===== config.mk =====
export PLATFORM = sky130hd
export DESIGN_NAME = olr_regs
export DESIGN_NICKNAME = d
export VERILOG_FILES = /design/src/hdl/olr_pkg.sv /design/src/hdl/olr_regs.sv
export SDC_FILE = /design/constraint.sdc
export NUM_CORES = 1
export LEC_CHECK = 0
export BUFFER_PORTS_ARGS = -buffer_cell sky130_fd_sc_hd__buf_2
export CAP_MARGIN = 20
export CELL_PAD_IN_SITES_DETAIL_PLACEMENT = 1
export CELL_PAD_IN_SITES_GLOBAL_PLACEMENT = 1
export CORE_MARGIN = 1
export CORE_UTILIZATION = 38
export CTS_CLUSTER_DIAMETER = 30
export DETAILED_ROUTE_END_ITERATION = 8
export PLACE_DENSITY = 0.81
export SLEW_MARGIN = 40
export SYNTH_ARGS = -nofsm -noshare
export SYNTH_HDL_FRONTEND = slang
export SYNTH_SLANG_ARGS = --single-unit

===== constraint.sdc =====
create_clock -name CLOCK -period 1.6 [get_ports CLOCK]
set_input_delay 0.08 -clock CLOCK [delete_from_list [all_inputs] [get_ports CLOCK]]
set_output_delay 0.08 -clock CLOCK [all_outputs]
set_load 0.05 [all_outputs]

===== src/hdl/olr_pkg.sv =====
// Purpose : Constants for the oscillator and regulator override register group
// Assumes : Byte-wide registers at their printed addresses
// Notes   : Shared by the design and the bench
package olr_pkg;
  localparam logic [6:0] ADDR_XTAL_POR  = 7'h62;
  localparam logic [6:0] ADDR_RC_COARSE = 7'h63;
  localparam logic [6:0] ADDR_RC_FINE   = 7'h64;
  localparam logic [6:0] ADDR_LDO_CTRL  = 7'h65;
  localparam logic [6:0] ADDR_LDO_LVL   = 7'h66;

  localparam logic [4:0] RST_XTAL_LOW   = 5'h04;
  localparam logic [7:0] RST_RC_COARSE  = 8'h00;
  localparam logic [7:0] RST_RC_FINE    = 8'h00;
  localparam logic [7:0] RST_LDO_CTRL   = 8'h81;
  localparam logic [6:0] RST_LDO_LVL    = 7'h00;

  // Field positions
  localparam int PWST_LSB    = 5;
  localparam int CLKHYST_BIT = 4;
  localparam int BIAS2X_BIT  = 3;
  localparam int GAIN2X_BIT  = 2;
  localparam int BUFSEL_BIT  = 1;
  localparam int BUFEN_BIT   = 0;
  localparam int OVR_BIT     = 7;
  localparam int ENOVR_BIT   = 7;
  localparam int ENXTAL_BIT  = 6;
  localparam int ENTS_BIT    = 5;
  localparam int SLOW_RC_OSC_ENABLE_BIT  = 4;
  localparam int DIGPWDN_BIT = 0;

  typedef enum logic [2:0] {
    PWST_LOW  = 3'b000,
    PWST_RDY  = 3'b001,
    PWST_TUNE = 3'b011,
    PWST_TX   = 3'b010
  } olr_pwst_t;
endpackage


===== src/hdl/olr_regs.sv =====
// Purpose : Oscillator/POR control, RC calibration override and regulator override registers
// Assumes : Serial interface logic delivers one-cycle read and write strobes on CLOCK
// Notes   : Read data is registered, valid the cycle after RD_STB
//
// Contract
// Power state reported read-only in bits 7:5 with fixed distinct codes.
// Buffer select 0 uses state machine; 1 uses software buffer-enable bit.
// Coarse calibration reads internal result unless override set, then software value.
// Fine calibration reads internal result unless override set, then software value.
// Global override high forces on and off; low lets overrides only enable.
// Oscillator control resets low five bits to 00100, only gain doubling set.
// Coarse calibration register resets to all zero.
// Regulator override register resets to 0x81.
// Lowest regulator control bit powers down digital domain in idle.
// Three-bit digital regulator level in bits 2:0; bit 3 reserved read-only.
// Level register holds crystal, temperature sensor and slow RC enables.
// Separate writable hysteresis, bias doubling and gain doubling bits 4, 3, 2.
// Writes to read-only and reserved bits ignored; reserved bits read zero.
// Software sets override bit and value in one byte write.
module olr_regs
  import olr_pkg::*;
(
  input  wire logic       CLOCK,
  input  wire logic       RST,
  input  wire logic [6:0] ADDR,
  input  wire logic       WR_STB,
  input  wire logic [7:0] WR_DATA,
  input  wire logic       RD_STB,
  output logic      [7:0] RD_DATA,
  input  wire logic [2:0] PWR_STATE,
  input  wire logic       SM_BUF_EN,
  input  wire logic [6:0] CAL_COARSE,
  input  wire logic [6:0] CAL_FINE,
  input  wire logic [6:0] SM_LDO_EN,
  input  wire logic       SM_XTAL_EN,
  input  wire logic       IDLE,
  output logic            BUF_EN,
  output logic            CLK_HYST,
  output logic            DOUBLE_BIAS_ENABLE,
  output logic            DOUBLE_GAIN_ENABLE,
  output logic      [6:0] RC_COARSE,
  output logic      [6:0] RC_FINE,
  output logic            SMART_POR_EN,
  output logic      [5:0] LDO_EN,
  output logic            DIG_PWDN,
  output logic            XTAL_EN,
  output logic            TEMP_SENSOR_EN,
  output logic            SLOW_RC_OSC_ENABLE,
  output logic      [2:0] DIG_LEVEL
);

  // ----------------------------------------------------------------
  // Register storage
  // ----------------------------------------------------------------
  logic [4:0] xtal_q;
  logic [7:0] coarse_q;
  logic [7:0] fine_q;
  logic [7:0] ldo_q;
  logic [6:0] lvl_q;   // bits 7:4 and 2:0, bit 3 not stored
  logic [7:0] rd_d;
  logic [5:0] ldo_d;
  logic [6:0] coarse_eff;
  logic [6:0] fine_eff;
  logic       xtal_d;
  logic       sel_xtal;
  logic       sel_coarse;
  logic       sel_fine;
  logic       sel_ldo;
  logic       sel_lvl;
  logic       wr_xtal;
  logic       wr_coarse;
  logic       wr_fine;
  logic       wr_ldo;
  logic       wr_lvl;

  // ----------------------------------------------------------------
  // Address decode
  // ----------------------------------------------------------------
  // One compare per register keeps the write enables easy to audit
  assign sel_xtal   = (ADDR == ADDR_XTAL_POR);
  assign sel_coarse = (ADDR == ADDR_RC_COARSE);
  assign sel_fine   = (ADDR == ADDR_RC_FINE);
  assign sel_ldo    = (ADDR == ADDR_LDO_CTRL);
  assign sel_lvl    = (ADDR == ADDR_LDO_LVL);

  // Unmapped addresses raise no enable, so such writes vanish
  assign wr_xtal    = WR_STB & sel_xtal;
  assign wr_coarse  = WR_STB & sel_coarse;
  assign wr_fine    = WR_STB & sel_fine;
  assign wr_ldo     = WR_STB & sel_ldo;
  assign wr_lvl     = WR_STB & sel_lvl;

  // Power state bits are not stored; reads take them live
  always_ff @(posedge CLOCK) begin
    if (RST) begin
      xtal_q <= RST_XTAL_LOW;
    end else if (wr_xtal) begin
      xtal_q <= WR_DATA[4:0];
    end
  end

  // Override bit and value land together from one byte
  always_ff @(posedge CLOCK) begin
    if (RST) begin
      coarse_q <= RST_RC_COARSE;
    end else if (wr_coarse) begin
      coarse_q <= WR_DATA;
    end
  end

  always_ff @(posedge CLOCK) begin
    if (RST) begin
      fine_q <= RST_RC_FINE;
    end else if (wr_fine) begin
      fine_q <= WR_DATA;
    end
  end

  // Reset leaves smart reset and idle powerdown armed
  always_ff @(posedge CLOCK) begin
    if (RST) begin
      ldo_q <= RST_LDO_CTRL;
    end else if (wr_ldo) begin
      ldo_q <= WR_DATA;
    end
  end

  // Reserved bit 3 has no storage, so it can never read back as one
  always_ff @(posedge CLOCK) begin
    if (RST) begin
      lvl_q <= RST_LDO_LVL;
    end else if (wr_lvl) begin
      lvl_q <= {WR_DATA[7:4], WR_DATA[2:0]};
    end
  end

  // ----------------------------------------------------------------
  // Read mux
  // ----------------------------------------------------------------
  always_comb begin
    case (ADDR)
      ADDR_XTAL_POR:  rd_d = {PWR_STATE, xtal_q};
      ADDR_RC_COARSE: rd_d = {coarse_q[OVR_BIT],
                              coarse_q[OVR_BIT] ? coarse_q[6:0] : CAL_COARSE};
      ADDR_RC_FINE:   rd_d = {fine_q[OVR_BIT],
                              fine_q[OVR_BIT] ? fine_q[6:0] : CAL_FINE};
      ADDR_LDO_CTRL:  rd_d = ldo_q;
      ADDR_LDO_LVL:   rd_d = {lvl_q[6:3], 1'b0, lvl_q[2:0]};
      default:        rd_d = 8'h00;
    endcase
  end

  always_ff @(posedge CLOCK) begin
    if (RST) begin
      RD_DATA <= 8'h00;
    end else if (RD_STB) begin
      RD_DATA <= rd_d;
    end
  end

  // ----------------------------------------------------------------
  // Control outputs
  // ----------------------------------------------------------------
  // Every output is a flop: a write shows here two edges after its strobe.
  // Outputs sit low through reset and take the register values one edge later.

  // Stored calibration wins only while its override bit is set
  assign coarse_eff = coarse_q[OVR_BIT] ? coarse_q[6:0] : CAL_COARSE;
  assign fine_eff   = fine_q[OVR_BIT] ? fine_q[6:0] : CAL_FINE;

  // Global override set: software bits drive regulators both ways.
  // Clear: software can only add enables on top of the state machine.
  for (genvar gi = 0; gi < 6; gi++) begin : g_ldo_merge
    assign ldo_d[gi] = lvl_q[ENOVR_BIT - 1] ? ldo_q[gi + 1]
                                            : (ldo_q[gi + 1] | SM_LDO_EN[gi]);
  end

  assign xtal_d = lvl_q[ENOVR_BIT - 1] ? lvl_q[ENXTAL_BIT - 1]
                                       : (lvl_q[ENXTAL_BIT - 1] | SM_XTAL_EN);

  // ----------------------------------------------------------------
  // Output buffer and oscillator trims
  // ----------------------------------------------------------------
  // Software enable bit is ignored unless the select bit hands it control
  always_ff @(posedge CLOCK) begin
    if (RST) begin
      BUF_EN <= 1'b0;
    end else begin
      BUF_EN <= xtal_q[BUFSEL_BIT] ? xtal_q[BUFEN_BIT] : SM_BUF_EN;
    end
  end

  always_ff @(posedge CLOCK) begin
    if (RST) begin
      CLK_HYST <= 1'b0;
    end else begin
      CLK_HYST <= xtal_q[CLKHYST_BIT];
    end
  end

  always_ff @(posedge CLOCK) begin
    if (RST) begin
      DOUBLE_BIAS_ENABLE <= 1'b0;
    end else begin
      DOUBLE_BIAS_ENABLE <= xtal_q[BIAS2X_BIT];
    end
  end

  always_ff @(posedge CLOCK) begin
    if (RST) begin
      DOUBLE_GAIN_ENABLE <= 1'b0;
    end else begin
      DOUBLE_GAIN_ENABLE <= xtal_q[GAIN2X_BIT];
    end
  end

  // ----------------------------------------------------------------
  // Calibration outputs
  // ----------------------------------------------------------------
  // Without override these follow the live result every cycle
  always_ff @(posedge CLOCK) begin
    if (RST) begin
      RC_COARSE <= 7'h00;
    end else begin
      RC_COARSE <= coarse_eff;
    end
  end

  always_ff @(posedge CLOCK) begin
    if (RST) begin
      RC_FINE <= 7'h00;
    end else begin
      RC_FINE <= fine_eff;
    end
  end

  // ----------------------------------------------------------------
  // Regulator control
  // ----------------------------------------------------------------
  always_ff @(posedge CLOCK) begin
    if (RST) begin
      SMART_POR_EN <= 1'b0;
    end else begin
      SMART_POR_EN <= ldo_q[7];
    end
  end

  always_ff @(posedge CLOCK) begin
    if (RST) begin
      LDO_EN <= 6'h00;
    end else begin
      LDO_EN <= ldo_d;
    end
  end

  // Enable alone does nothing; the domain drops only while idle
  always_ff @(posedge CLOCK) begin
    if (RST) begin
      DIG_PWDN <= 1'b0;
    end else begin
      DIG_PWDN <= ldo_q[DIGPWDN_BIT] & IDLE;
    end
  end

  // ----------------------------------------------------------------
  // Level settings
  // ----------------------------------------------------------------
  always_ff @(posedge CLOCK) begin
    if (RST) begin
      XTAL_EN <= 1'b0;
    end else begin
      XTAL_EN <= xtal_d;
    end
  end

  always_ff @(posedge CLOCK) begin
    if (RST) begin
      TEMP_SENSOR_EN <= 1'b0;
    end else begin
      TEMP_SENSOR_EN <= lvl_q[ENTS_BIT - 1];
    end
  end

  always_ff @(posedge CLOCK) begin
    if (RST) begin
      SLOW_RC_OSC_ENABLE <= 1'b0;
    end else begin
      SLOW_RC_OSC_ENABLE <= lvl_q[SLOW_RC_OSC_ENABLE_BIT - 1];
    end
  end

  always_ff @(posedge CLOCK) begin
    if (RST) begin
      DIG_LEVEL <= 3'h0;
    end else begin
      DIG_LEVEL <= lvl_q[2:0];
    end
  end

endmodule


==> metrics.txt, run 1 <==
hold_sp=SM_LDO_EN[3]; Layout Skew=9.112 ps; Mapped Cells=310; R2R depth=5; DR DRC count=0; # H-tree levels=3; Slew Limit Fails=0; CP peak stage delay=480 ps; part of the power in combinational logic=0.106; VDD IR max=about 0.52 mV; status=finished, final reports clean; Reg power frac=0.433; Tmin final=approximately 1400 ps; Place WS=177.7 ps; most common cell in the netlist=dfxtp_1; final worst slack=186.5 ps; NumNets Final=456; Initial Util=0.3926; DR iter-0 viols=54; Final Setup Violations=0; sequential cell area fraction in the yosys report=0.5041; Worst EP arrival=1630 ps; CTS tree=yes; first-pass GRT wire length=around 14 mm; worst-path fanout max=6; worst skew pair latency=around 360 ps; endpoints failing hold=0; IO Pins=86; die area=between 8000 and 9000 um2; Main synth FF type=dfxtp_1; antenna diode count=0; post_cts resized=0; Hold WC Path Type=input pin to flop; Num CTS Buffers=9; final period utilization=0.8834; Commonest cells post-synth=dfxtp_1, nor2_1, mux2i_1; routability congestion estimate=between 0.7 and 0.8; R2R Path Start=fine_q[7]; PD cells=1135 nW/um2; hold path depth=3; clk buf depth=2; top cell type's share of synthesized area=0.5041; YS warnings=0; Core ar.=7687 um2; crit-path cells=buf_4 > mux2i_1 > o2bb2ai_1 > nand2_1 > a41oi_1; instance count on the critical path=5; internal power=0.003433 W; initial antenna violation count=0; setup_tns=0 ps; CP Launch Type=flop; grt total ovfl=0; Multi-input gate area=1395 um2; Worst Setup SP=fine_q[7]; largest net degree at the start of global routing=34; maxcap violations=0; Mean Syn Cell Area=9.735 um2; synth unique cells=39; number of enable flip-flop cells after synthesis=0; wire per inst=16.91 um; # rows=32; Worst setup EP type=flop; Syn Nets=356; Initial DRT Pass Iterations=6; # clock sinks=76; Synth area leaders=dfxtp_1, mux2i_1, nor2_1; Worst-Margin Slew=557.0 ps; RSZ-0062 raised after global routing=no; fraction of layout cells with a size suffix above 1=0.2916; Crit Path Class=flop to flop; relative slew slack=0.6259; clock-pin slew on the worst setup and hold paths=80 ps; Die Y=91.12 um; synthesized cell area=between 3000 and 4000 um2; Buf+Inv Stages, Crit Path=1; Clk network pwr share=0.461; routed wire length=8.742 mm; Chip Width=91.12 um; Yosys top cell by area=dfxtp_1; Sw Pwr=0.001071 W; Synth Register Bits=76; root buffer selected by CTS=clkbuf_8; Critical Path Slowest Stage Cell=dfxtp_1; CP delay by family, top=flip-flops; vias in the first global route=about 2800; detailed placement HPWL=between 5 and 6 mm; P&R area growth vs syn=31.51%; Seq. cell area=1521 um2; fmax=707.5 MHz; filler instances=932; overall routing resource usage=0.2178; Worst Path Required=1820 ps; Pleak=1.783 nW; Via density=around 5.2; Switching Fraction=0.2378; Routed Antenna Nets=0; IO Port Bufs=84; ys async rst share=0; Vias=between 2000 and 3000
[stage by stage]
stage | power, W | utilization | cell area [um2] | hold slack [ps] | std cells
2_1_floorplan | 0.002290 | - | 3018 | 197.9 | 310
3_3_place_gp | 0.002437 | 0.4634 | 3562 | 308.9 | 489
3_5_place_dp | 0.002445 | 0.4634 | 3562 | 315.0 | 489
4_1_cts | 0.004522 | 0.5150 | 3959 | 3.468 | 516
5_1_grt | 0.004645 | 0.5163 | 3969 | 9.468 | 517
6_report | 0.004504 | 0.5163 | 3969 | 2.643 | 517
[routing by layer]
| metal | vias to the layer above | share of wire | GRT usage |
|---|---|---|---|
| li1 | 1268 | - | - |
| met1 | 1318 | 0.42 | 0.2500 |
| met2 | 67 | 0.52 | 0.3958 |
| met3 | 14 | 0.041 | 0.05025 |
| met4 | 0 | 0.018 | 0.07275 |
| met5 | - | 0 | 0 |
[tightest hold or removal path, stage by stage]
cell and delay (ps):
buf_2 80, a21oi_1 50, nor2_1 100
[layout make-up]
type                            instances  area share
Sequential cell                        76      0.3834
Clock inverter                          7     0.04098
Inverter                                2    0.001892
Tap cell                              102     0.03216
Multi-Input combinational cell        213      0.3515
Timing Repair Buffer                  108      0.1589
Clock buffer                            9     0.03121
[state kept, by name, summed over array words and instances (netlist names), 3 cells and up]
| register | flops |
|---|---|
| RD_DATA | 8 |
| coarse_q | 8 |
| fine_q | 8 |
| ldo_q | 8 |
| RC_COARSE | 7 |
| RC_FINE | 7 |
| lvl_q | 7 |
| LDO_EN | 6 |
| xtal_q | 5 |
| DIG_LEVEL | 3 |
[worst paths after layout]
path	to	slack, ps
setup / recovery	RD_DATA[5]	190
hold / removal	LDO_EN[3]	3
setup reg to reg	RD_DATA[5]	190
hold reg to reg	coarse_q[0]	460
[power groups by stage]
stage / combinational, W / sequential [W] / clock, W
2_1_floorplan: 0.000140 / 0.00215 / 0
3_3_place_gp: 0.000442 / 0.00199 / 0
3_5_place_dp: 0.000449 / 0.00200 / 0
4_1_cts: 0.000476 / 0.00195 / 0.00209
5_1_grt: 0.000505 / 0.00196 / 0.00218
6_report: 0.000477 / 0.00195 / 0.00207
[kinds of logic after synthesis]
logic type,count (synthesis),synth area share
AOI/OAI and AO/OA,48,0.1095
and+or+nand+nor,123,0.2127
buffers and inverters,21,0.03358
muxes,42,0.1401
DFF,76,0.5041
[timing repair]
item                      in CTS  in global routing
hold buffers                  11                  1
hold endpoints to repair      11                  1
setup buffers                  0                  0
[cells in the final DEF (no fill, tap or decap), types with 3 or more instances in the layout]
cell type	n
nor2_1	57
a21oi_1	17
dlygate4sd3_1	12
a211o_1	3
o21bai_1	4
bufinv_16	5
buf_4	12
mux2i_1	40
o2bb2ai_1	4
nand2_1	33
o211ai_1	5
clkbuf_8	9
a41oi_1	4
a311oi_1	3
buf_2	84
nor2b_1	14
dfxtp_1	76
No activity file was read; power rests on OpenSTA's default activity.
==> run 2: changes to the inputs <==
- RECOVER_POWER: unset -> 25
- clock period: 1.6 -> 1.45 ns (I/O delays scaled with it)
==> run 2 against run 1 <==
  * Cell count up 1.4%
  * Total power increased by 4.2%
  * Setup slack worse by 24 ps
  * Utilization grew 0.31 points
  * Cell area increased by 0.60%
  * Sequential share of layout area down 0.17 points
  * Clock-buffer cell count rose by 1
  * First-iteration DRC count grew 15%
  * Global-route usage shrank 0.060 points
  * Hold slack gained 1.8 ps
==> metrics.txt, run 2 (synthesized netlist as in run 1, its figures left out) <==
routed wire length=8.604 mm (was 8.742 mm); IO Port Bufs=84 (unchanged); routability congestion estimate=0.7838 (was 0.7961); worst-path fanout max=6 (unchanged); hold path depth=3 (unchanged); Core ar.=7687 um2 (unchanged); first-pass GRT wire length=13.88 mm (was 13.99 mm); # H-tree levels=3 (unchanged); Worst-Margin Slew=672.5 ps (was 557.0 ps); internal power=0.003496 W (was 0.003433 W); part of the power in combinational logic=0.113 (was 0.106); final period utilization=0.8880 (was 0.8834); dpl cell area=3622 um2 (was 3562 um2); worst skew pair latency=350 ps (was 360 ps); # clock sinks=76 (unchanged); NumNets Final=463 (was 456); maxcap violations=0 (unchanged); relative slew slack=0.5517 (was 0.6259); CTS tree=yes (unchanged); clk buf depth=2 (unchanged); detailed placement HPWL=6.106 mm (was 5.996 mm); antenna diode count=0 (unchanged); clock-pin slew on the worst setup and hold paths=90 ps (was 80 ps); Initial DRT Pass Iterations=4 (was 6); Slew Limit Fails=0 (unchanged); hold_sp=CAL_FINE[0] (was SM_LDO_EN[3]); Multi-input gate area=1378 um2 (was 1395 um2); wire per inst=16.42 um (was 16.91 um); root buffer selected by CTS=clkbuf_8 (unchanged); Reg power frac=0.459 (was 0.433); P&R area growth vs syn=32.30% (was 31.51%); IO Pins=86 (unchanged); Initial Util=0.3926 (unchanged); grt total ovfl=0 (unchanged); initial antenna violation count=0 (unchanged); Pleak=1.769 nW (was 1.783 nW); status=finished, final reports clean (unchanged); Vias=2674 (was 2667); Hold WC Path Type=input pin to flop (unchanged); R2R depth=5 (unchanged); R2R Path Start=fine_q[7] (unchanged); Die Y=91.12 um (unchanged); # rows=32 (unchanged); Tmin final=1288 ps (was 1414 ps); Switching Fraction=0.2552 (was 0.2378); setup_tns=0 ps (unchanged); Sw Pwr=0.001198 W (was 0.001071 W); Worst EP arrival=1500 ps (was 1630 ps); Min-Delay Endpoint=RC_FINE[0] (was LDO_EN[3]); design area=3993 um2 (was 3969 um2); most common cell after layout, fill and taps aside=buf_2 (unchanged); RSZ-0062 raised after global routing=no (unchanged); DR DRC count=0 (unchanged); filler instances=933 (was 932); Seq. cell area=1524 um2 (was 1521 um2); VDD IR max=0.5623 mV (was 0.5199 mV); post-CTS setup buffers=0 (unchanged); Final Setup Violations=0 (unchanged); DR iter-0 viols=62 (was 54); R2R Setup Slk=160 ps (was 190 ps); endpoints failing hold=0 (unchanged); Worst Path Required=1660 ps (was 1820 ps); Num CTS Buffers=9 (unchanged); Crit Path Class=flop to flop (unchanged); fraction of layout cells with a size suffix above 1=0.2867 (was 0.2916); Worst setup EP type=flop (unchanged); Layout Skew=9.604 ps (was 9.112 ps); PD cells=1176 nW/um2 (was 1135 nW/um2); most frequent cells in the layout=buf_2, dfxtp_1, nor2_1 (unchanged); die area=8302 um2 (unchanged); overall routing resource usage=0.2172 (was 0.2178); fmax=776.7 MHz (was 707.5 MHz); Clk network pwr share=0.428 (was 0.461); Via density=5.103 (was 5.159); RR Endpoint=RD_DATA[5] (unchanged); Chip Width=91.12 um (unchanged); largest net degree at the start of global routing=34 (unchanged); CP Launch Type=flop (unchanged); vias in the first global route=2821 (was 2803); Routed Antenna Nets=0 (unchanged)
run 2: layer usage:
metal,track usage,part of all wire,vias to the layer above
met5,0,0,-
met4,0.1045,0.025,0
met3,0.04104,0.040,17
met2,0.3769,0.50,68
met1,0.2572,0.43,1294
li1,-,-,1295
run 2: worst max-delay path by stage:
stage	endpoint	slack, ps	cells past startpoint	from
final	RD_DATA[5]	160	5	fine_q[7]
after global routing	RD_DATA[5]	40	5	fine_q[7]
after CTS	RD_DATA[0]	70	5	coarse_q[7]
after detailed placement	coarse_q[6]	70	5	ADDR[4]
after global placement	RD_DATA[3]	110	6	ADDR[4]
after floorplan	ldo_q[0]	200	5	ADDR[1]
run 2: layout make-up:
cell class              instances  share of cell area
multi-input cells             213              0.3450
flip-flops and latches         76              0.3817
well taps                     102             0.03196
repair buffers                115              0.1771
inverters                       2            0.001880
clock buffers                  10             0.03447
clock inverters                 6             0.02789
run 2: what timing repair did:
action,CTS,global route
hold endpoints to repair,16,0
resized for setup,0,2
endpoints found under the setup margin,0,4
hold buffers,16,0
run 2: power by group through the flow:
stage                     combinational [W]  sequential, W  clock [W]
final                              0.000529        0.00215    0.00201
after global routing               0.000564        0.00216    0.00214
after CTS                          0.000540        0.00215    0.00204
after detailed placement           0.000504        0.00220          0
after global placement             0.000495        0.00220          0
after floorplan                    0.000154        0.00237          0
run 2: through the flow:
step | utilization | power [W] | hold slack [ps] | instances | worst slack, ps
floorplan | - | 0.002527 | 190.4 | 310 | 204.5
global placement | 0.4712 | 0.002696 | 299.3 | 492 | 113.5
detailed placement | 0.4712 | 0.002705 | 311.0 | 492 | 70.70
CTS | 0.5244 | 0.004729 | 0.4746 | 524 | 73.39
global route | 0.5194 | 0.004861 | 5.957 | 524 | 42.48
finish | 0.5194 | 0.004694 | 4.491 | 524 | 162.4
run 2: worst max-delay path, cell delays in order (launching register included):
cell	delay, ps
dfxtp_2	420
buf_4	180
mux2i_1	260
o2bb2ai_1	100
nand2_1	80
a41oi_1	110
==> run 3: changes to the inputs <==
- CORE_UTILIZATION: 38 -> 35
- PLACE_DENSITY: 0.81 -> 0.78
- clock period: 1.45 -> 1.1 ns (I/O delays scaled with it)
==> run 3 against run 2 <==
  * Sequential cell count unchanged
  * Hold slack improved by 20 ps
  * First-iteration DRC count increased by 21%
  * Clock-buffer cell count decreased by 1
  * Largest cell class is now multi-input gates
  * The run now ends with negative setup slack left
  * Setup slack got worse by 370 ps
  * Maximum frequency decreased by 1.5%
  * Combinational power increased by 55%
==> metrics.txt, run 3 (synthesized netlist as in run 1, its figures left out) <==
fraction of layout cells with a size suffix above 1=0.3772 (was 0.2867); wire per inst=17.33 um (was 16.42 um); CP delay by family, top=flip-flops (unchanged); Routed Antenna Nets=0 (unchanged); Sw Pwr=0.001588 W (was 0.001198 W); P&R area growth vs syn=43.99% (was 32.30%); total chip power=0.005977 W (was 0.004694 W); fmax=765.0 MHz (was 776.7 MHz); Chip Width=94.86 um (was 91.12 um); Final Setup Violations=12 (was 0); die area=8997 um2 (was 8302 um2); CP Launch Type=flop (unchanged); Die Y=94.86 um (was 91.12 um); vias in the first global route=2953 (was 2821); crit-path cells=buf_6 > mux2i_4 > nand2_1 > o211ai_1 > a41oi_1 (was buf_4 > mux2i_1 > o2bb2ai_1 > nand2_1 > a41oi_1); largest net degree at the start of global routing=33 (was 34); # rows=33 (was 32); clock-pin slew on the worst setup and hold paths=80 ps (was 90 ps); detailed placement HPWL=6.637 mm (was 6.106 mm); Initial DRT Pass Iterations=4 (unchanged); DR iter-0 viols=75 (was 62); overall routing resource usage=0.2233 (was 0.2172); routed wire length=9.582 mm (was 8.604 mm); status=complete, but fails checks (was finished, final reports clean); antenna diode count=0 (unchanged); Core ar.=8299 um2 (was 7687 um2); internal power=0.004389 W (was 0.003496 W); most common cell after layout, fill and taps aside=buf_2 (unchanged); root buffer selected by CTS=clkbuf_8 (unchanged); worst skew pair latency=350 ps (about the same); hold_sp=WR_DATA[4] (was CAL_FINE[0]); IO Pins=86 (unchanged); final worst slack=-207.2 ps (was 162.4 ps); Tmin final=1307 ps (was 1288 ps); relative slew slack=0.7479 (was 0.5517); Worst setup EP type=flop (unchanged); # clock sinks=76 (unchanged); worst hold slack=24.09 ps (was 4.491 ps); Clk network pwr share=0.388 (was 0.428); Reg power frac=0.475 (was 0.459); CTS tree=yes (unchanged); Worst Setup SP=coarse_q[7] (was fine_q[7]); routability congestion estimate=0.8488 (was 0.7838); first-pass GRT wire length=14.77 mm (was 13.88 mm); worst-path fanout max=6 (unchanged); Critical Path Slowest Stage Cell=dfxtp_2 (unchanged); failing checks=negative setup slack; Worst Path Required=1310 ps (was 1660 ps); clk buf depth=2 (unchanged); # H-tree levels=3 (unchanged); Worst-Margin Slew=377.7 ps (was 672.5 ps); endpoints failing hold=0 (unchanged); Switching Fraction=0.2656 (was 0.2552); Hold WC Path Type=input pin to flop (unchanged); setup_tns=-1256 ps (was 0 ps); grt total ovfl=0 (unchanged); DR DRC count=0 (unchanged); Via density=5.024 (was 5.103); Crit Path Class=flop to flop (unchanged); CP peak stage delay=360 ps (was 420 ps); part of the power in combinational logic=0.137 (was 0.113); Layout Skew=8.029 ps (was 9.604 ps); Pleak=1.949 nW (was 1.769 nW); Worst EP arrival=1510 ps (was 1500 ps); RSZ-0062 raised after global routing=yes (was no); IO Port Bufs=84 (unchanged); VDD IR max=0.8214 mV (was 0.5623 mV); R2R Path Start=coarse_q[7] (was fine_q[7]); Slew Limit Fails=0 (unchanged); final period utilization=1.188 (was 0.8880); initial antenna violation count=0 (unchanged); PD cells=1375 nW/um2 (was 1176 nW/um2); Buf+Inv Stages, Crit Path=1 (unchanged); Initial Util=0.3636 (was 0.3926); NumNets Final=489 (was 463); maxcap violations=0 (unchanged); Vias=2778 (was 2674); most frequent cells in the layout=buf_2, dfxtp_1, nor2_1 (unchanged); Num CTS Buffers=9 (unchanged)
-- run 3: cell count changes in the layout (fill, tap and decap cells not counted), moves of 2 or more --
cell | previous run | this run
mux2i_4 | 0 | 10
dlygate4sd3_1 | 16 | 12
nand3_2 | 0 | 2
buf_12 | 2 | 4
mux2i_2 | 0 | 2
nand3_4 | 2 | 0
buf_6 | 0 | 3
nor3_1 | 2 | 0
mux2i_1 | 40 | 28
buf_4 | 10 | 35
clkinv_2 | 1 | 3
-- run 3: area by class of cell --
cell class | count | area (um2)
Inverter | 2 | 7.507
Fill cell | 958 | 3954
Tap cell | 105 | 131.4
Clock buffer | 9 | 123.9
Multi-Input combinational cell | 213 | 1526
Sequential cell | 76 | 1524
Timing Repair Buffer | 141 | 940.9
Clock inverter | 7 | 91.34
-- run 3: worst paths after layout --
check                                    to  slack [ps]  cells past startpoint
worst max-delay path             RD_DATA[5]        -210                      5
worst min-delay path            coarse_q[4]          20                      3
worst max register to register   RD_DATA[5]        -210                      5
worst min register to register  coarse_q[4]         490                      2
-- run 3: layer usage --
metal / GRT usage / routed length [um]
met5: 0 / 0
met4: 0.08965 / 122
met3: 0.04750 / 488
met2: 0.4083 / 5115
met1: 0.2496 / 3856
-- run 3: worst register-to-register path: cells and delay by family, from the launching register on --
kind / cells / cell delay, ps
AND/OR/NAND/NOR: 1 / 100
flip-flops: 1 / 360
AO/OA/AOI/OAI: 2 / 270
buffers and inverters: 1 / 180
multiplexers: 1 / 270
-- run 3: through the flow --
step,worst slack (ps),instance area [um2],cells,util
global placement,-182.7,3851,522,0.4640
finish,-207.2,4345,553,0.5236
floorplan,-102.5,3040,310,-
detailed placement,-235.8,3851,522,0.4640
global route,-250.8,4345,553,0.5236
CTS,-179.8,4288,553,0.5167
-- run 3: power groups by stage --
stage / sequential [W] / clock (W) / combinational [W]
2_1_floorplan: 0.00313 / 0 / 0.000206
3_3_place_gp: 0.00290 / 0 / 0.000726
3_5_place_dp: 0.00290 / 0 / 0.000743
4_1_cts: 0.00284 / 0.00238 / 0.000806
5_1_grt: 0.00285 / 0.00250 / 0.000869
6_report: 0.00284 / 0.00232 / 0.000819
-- run 3: repair_timing --
item                       CTS  global route
hold endpoints to repair    15             0
buffers inserted             3             0
pin swaps                    3             2
setup endpoints to repair   14            16
hold buffers                12             0
gates resized for setup     18            15
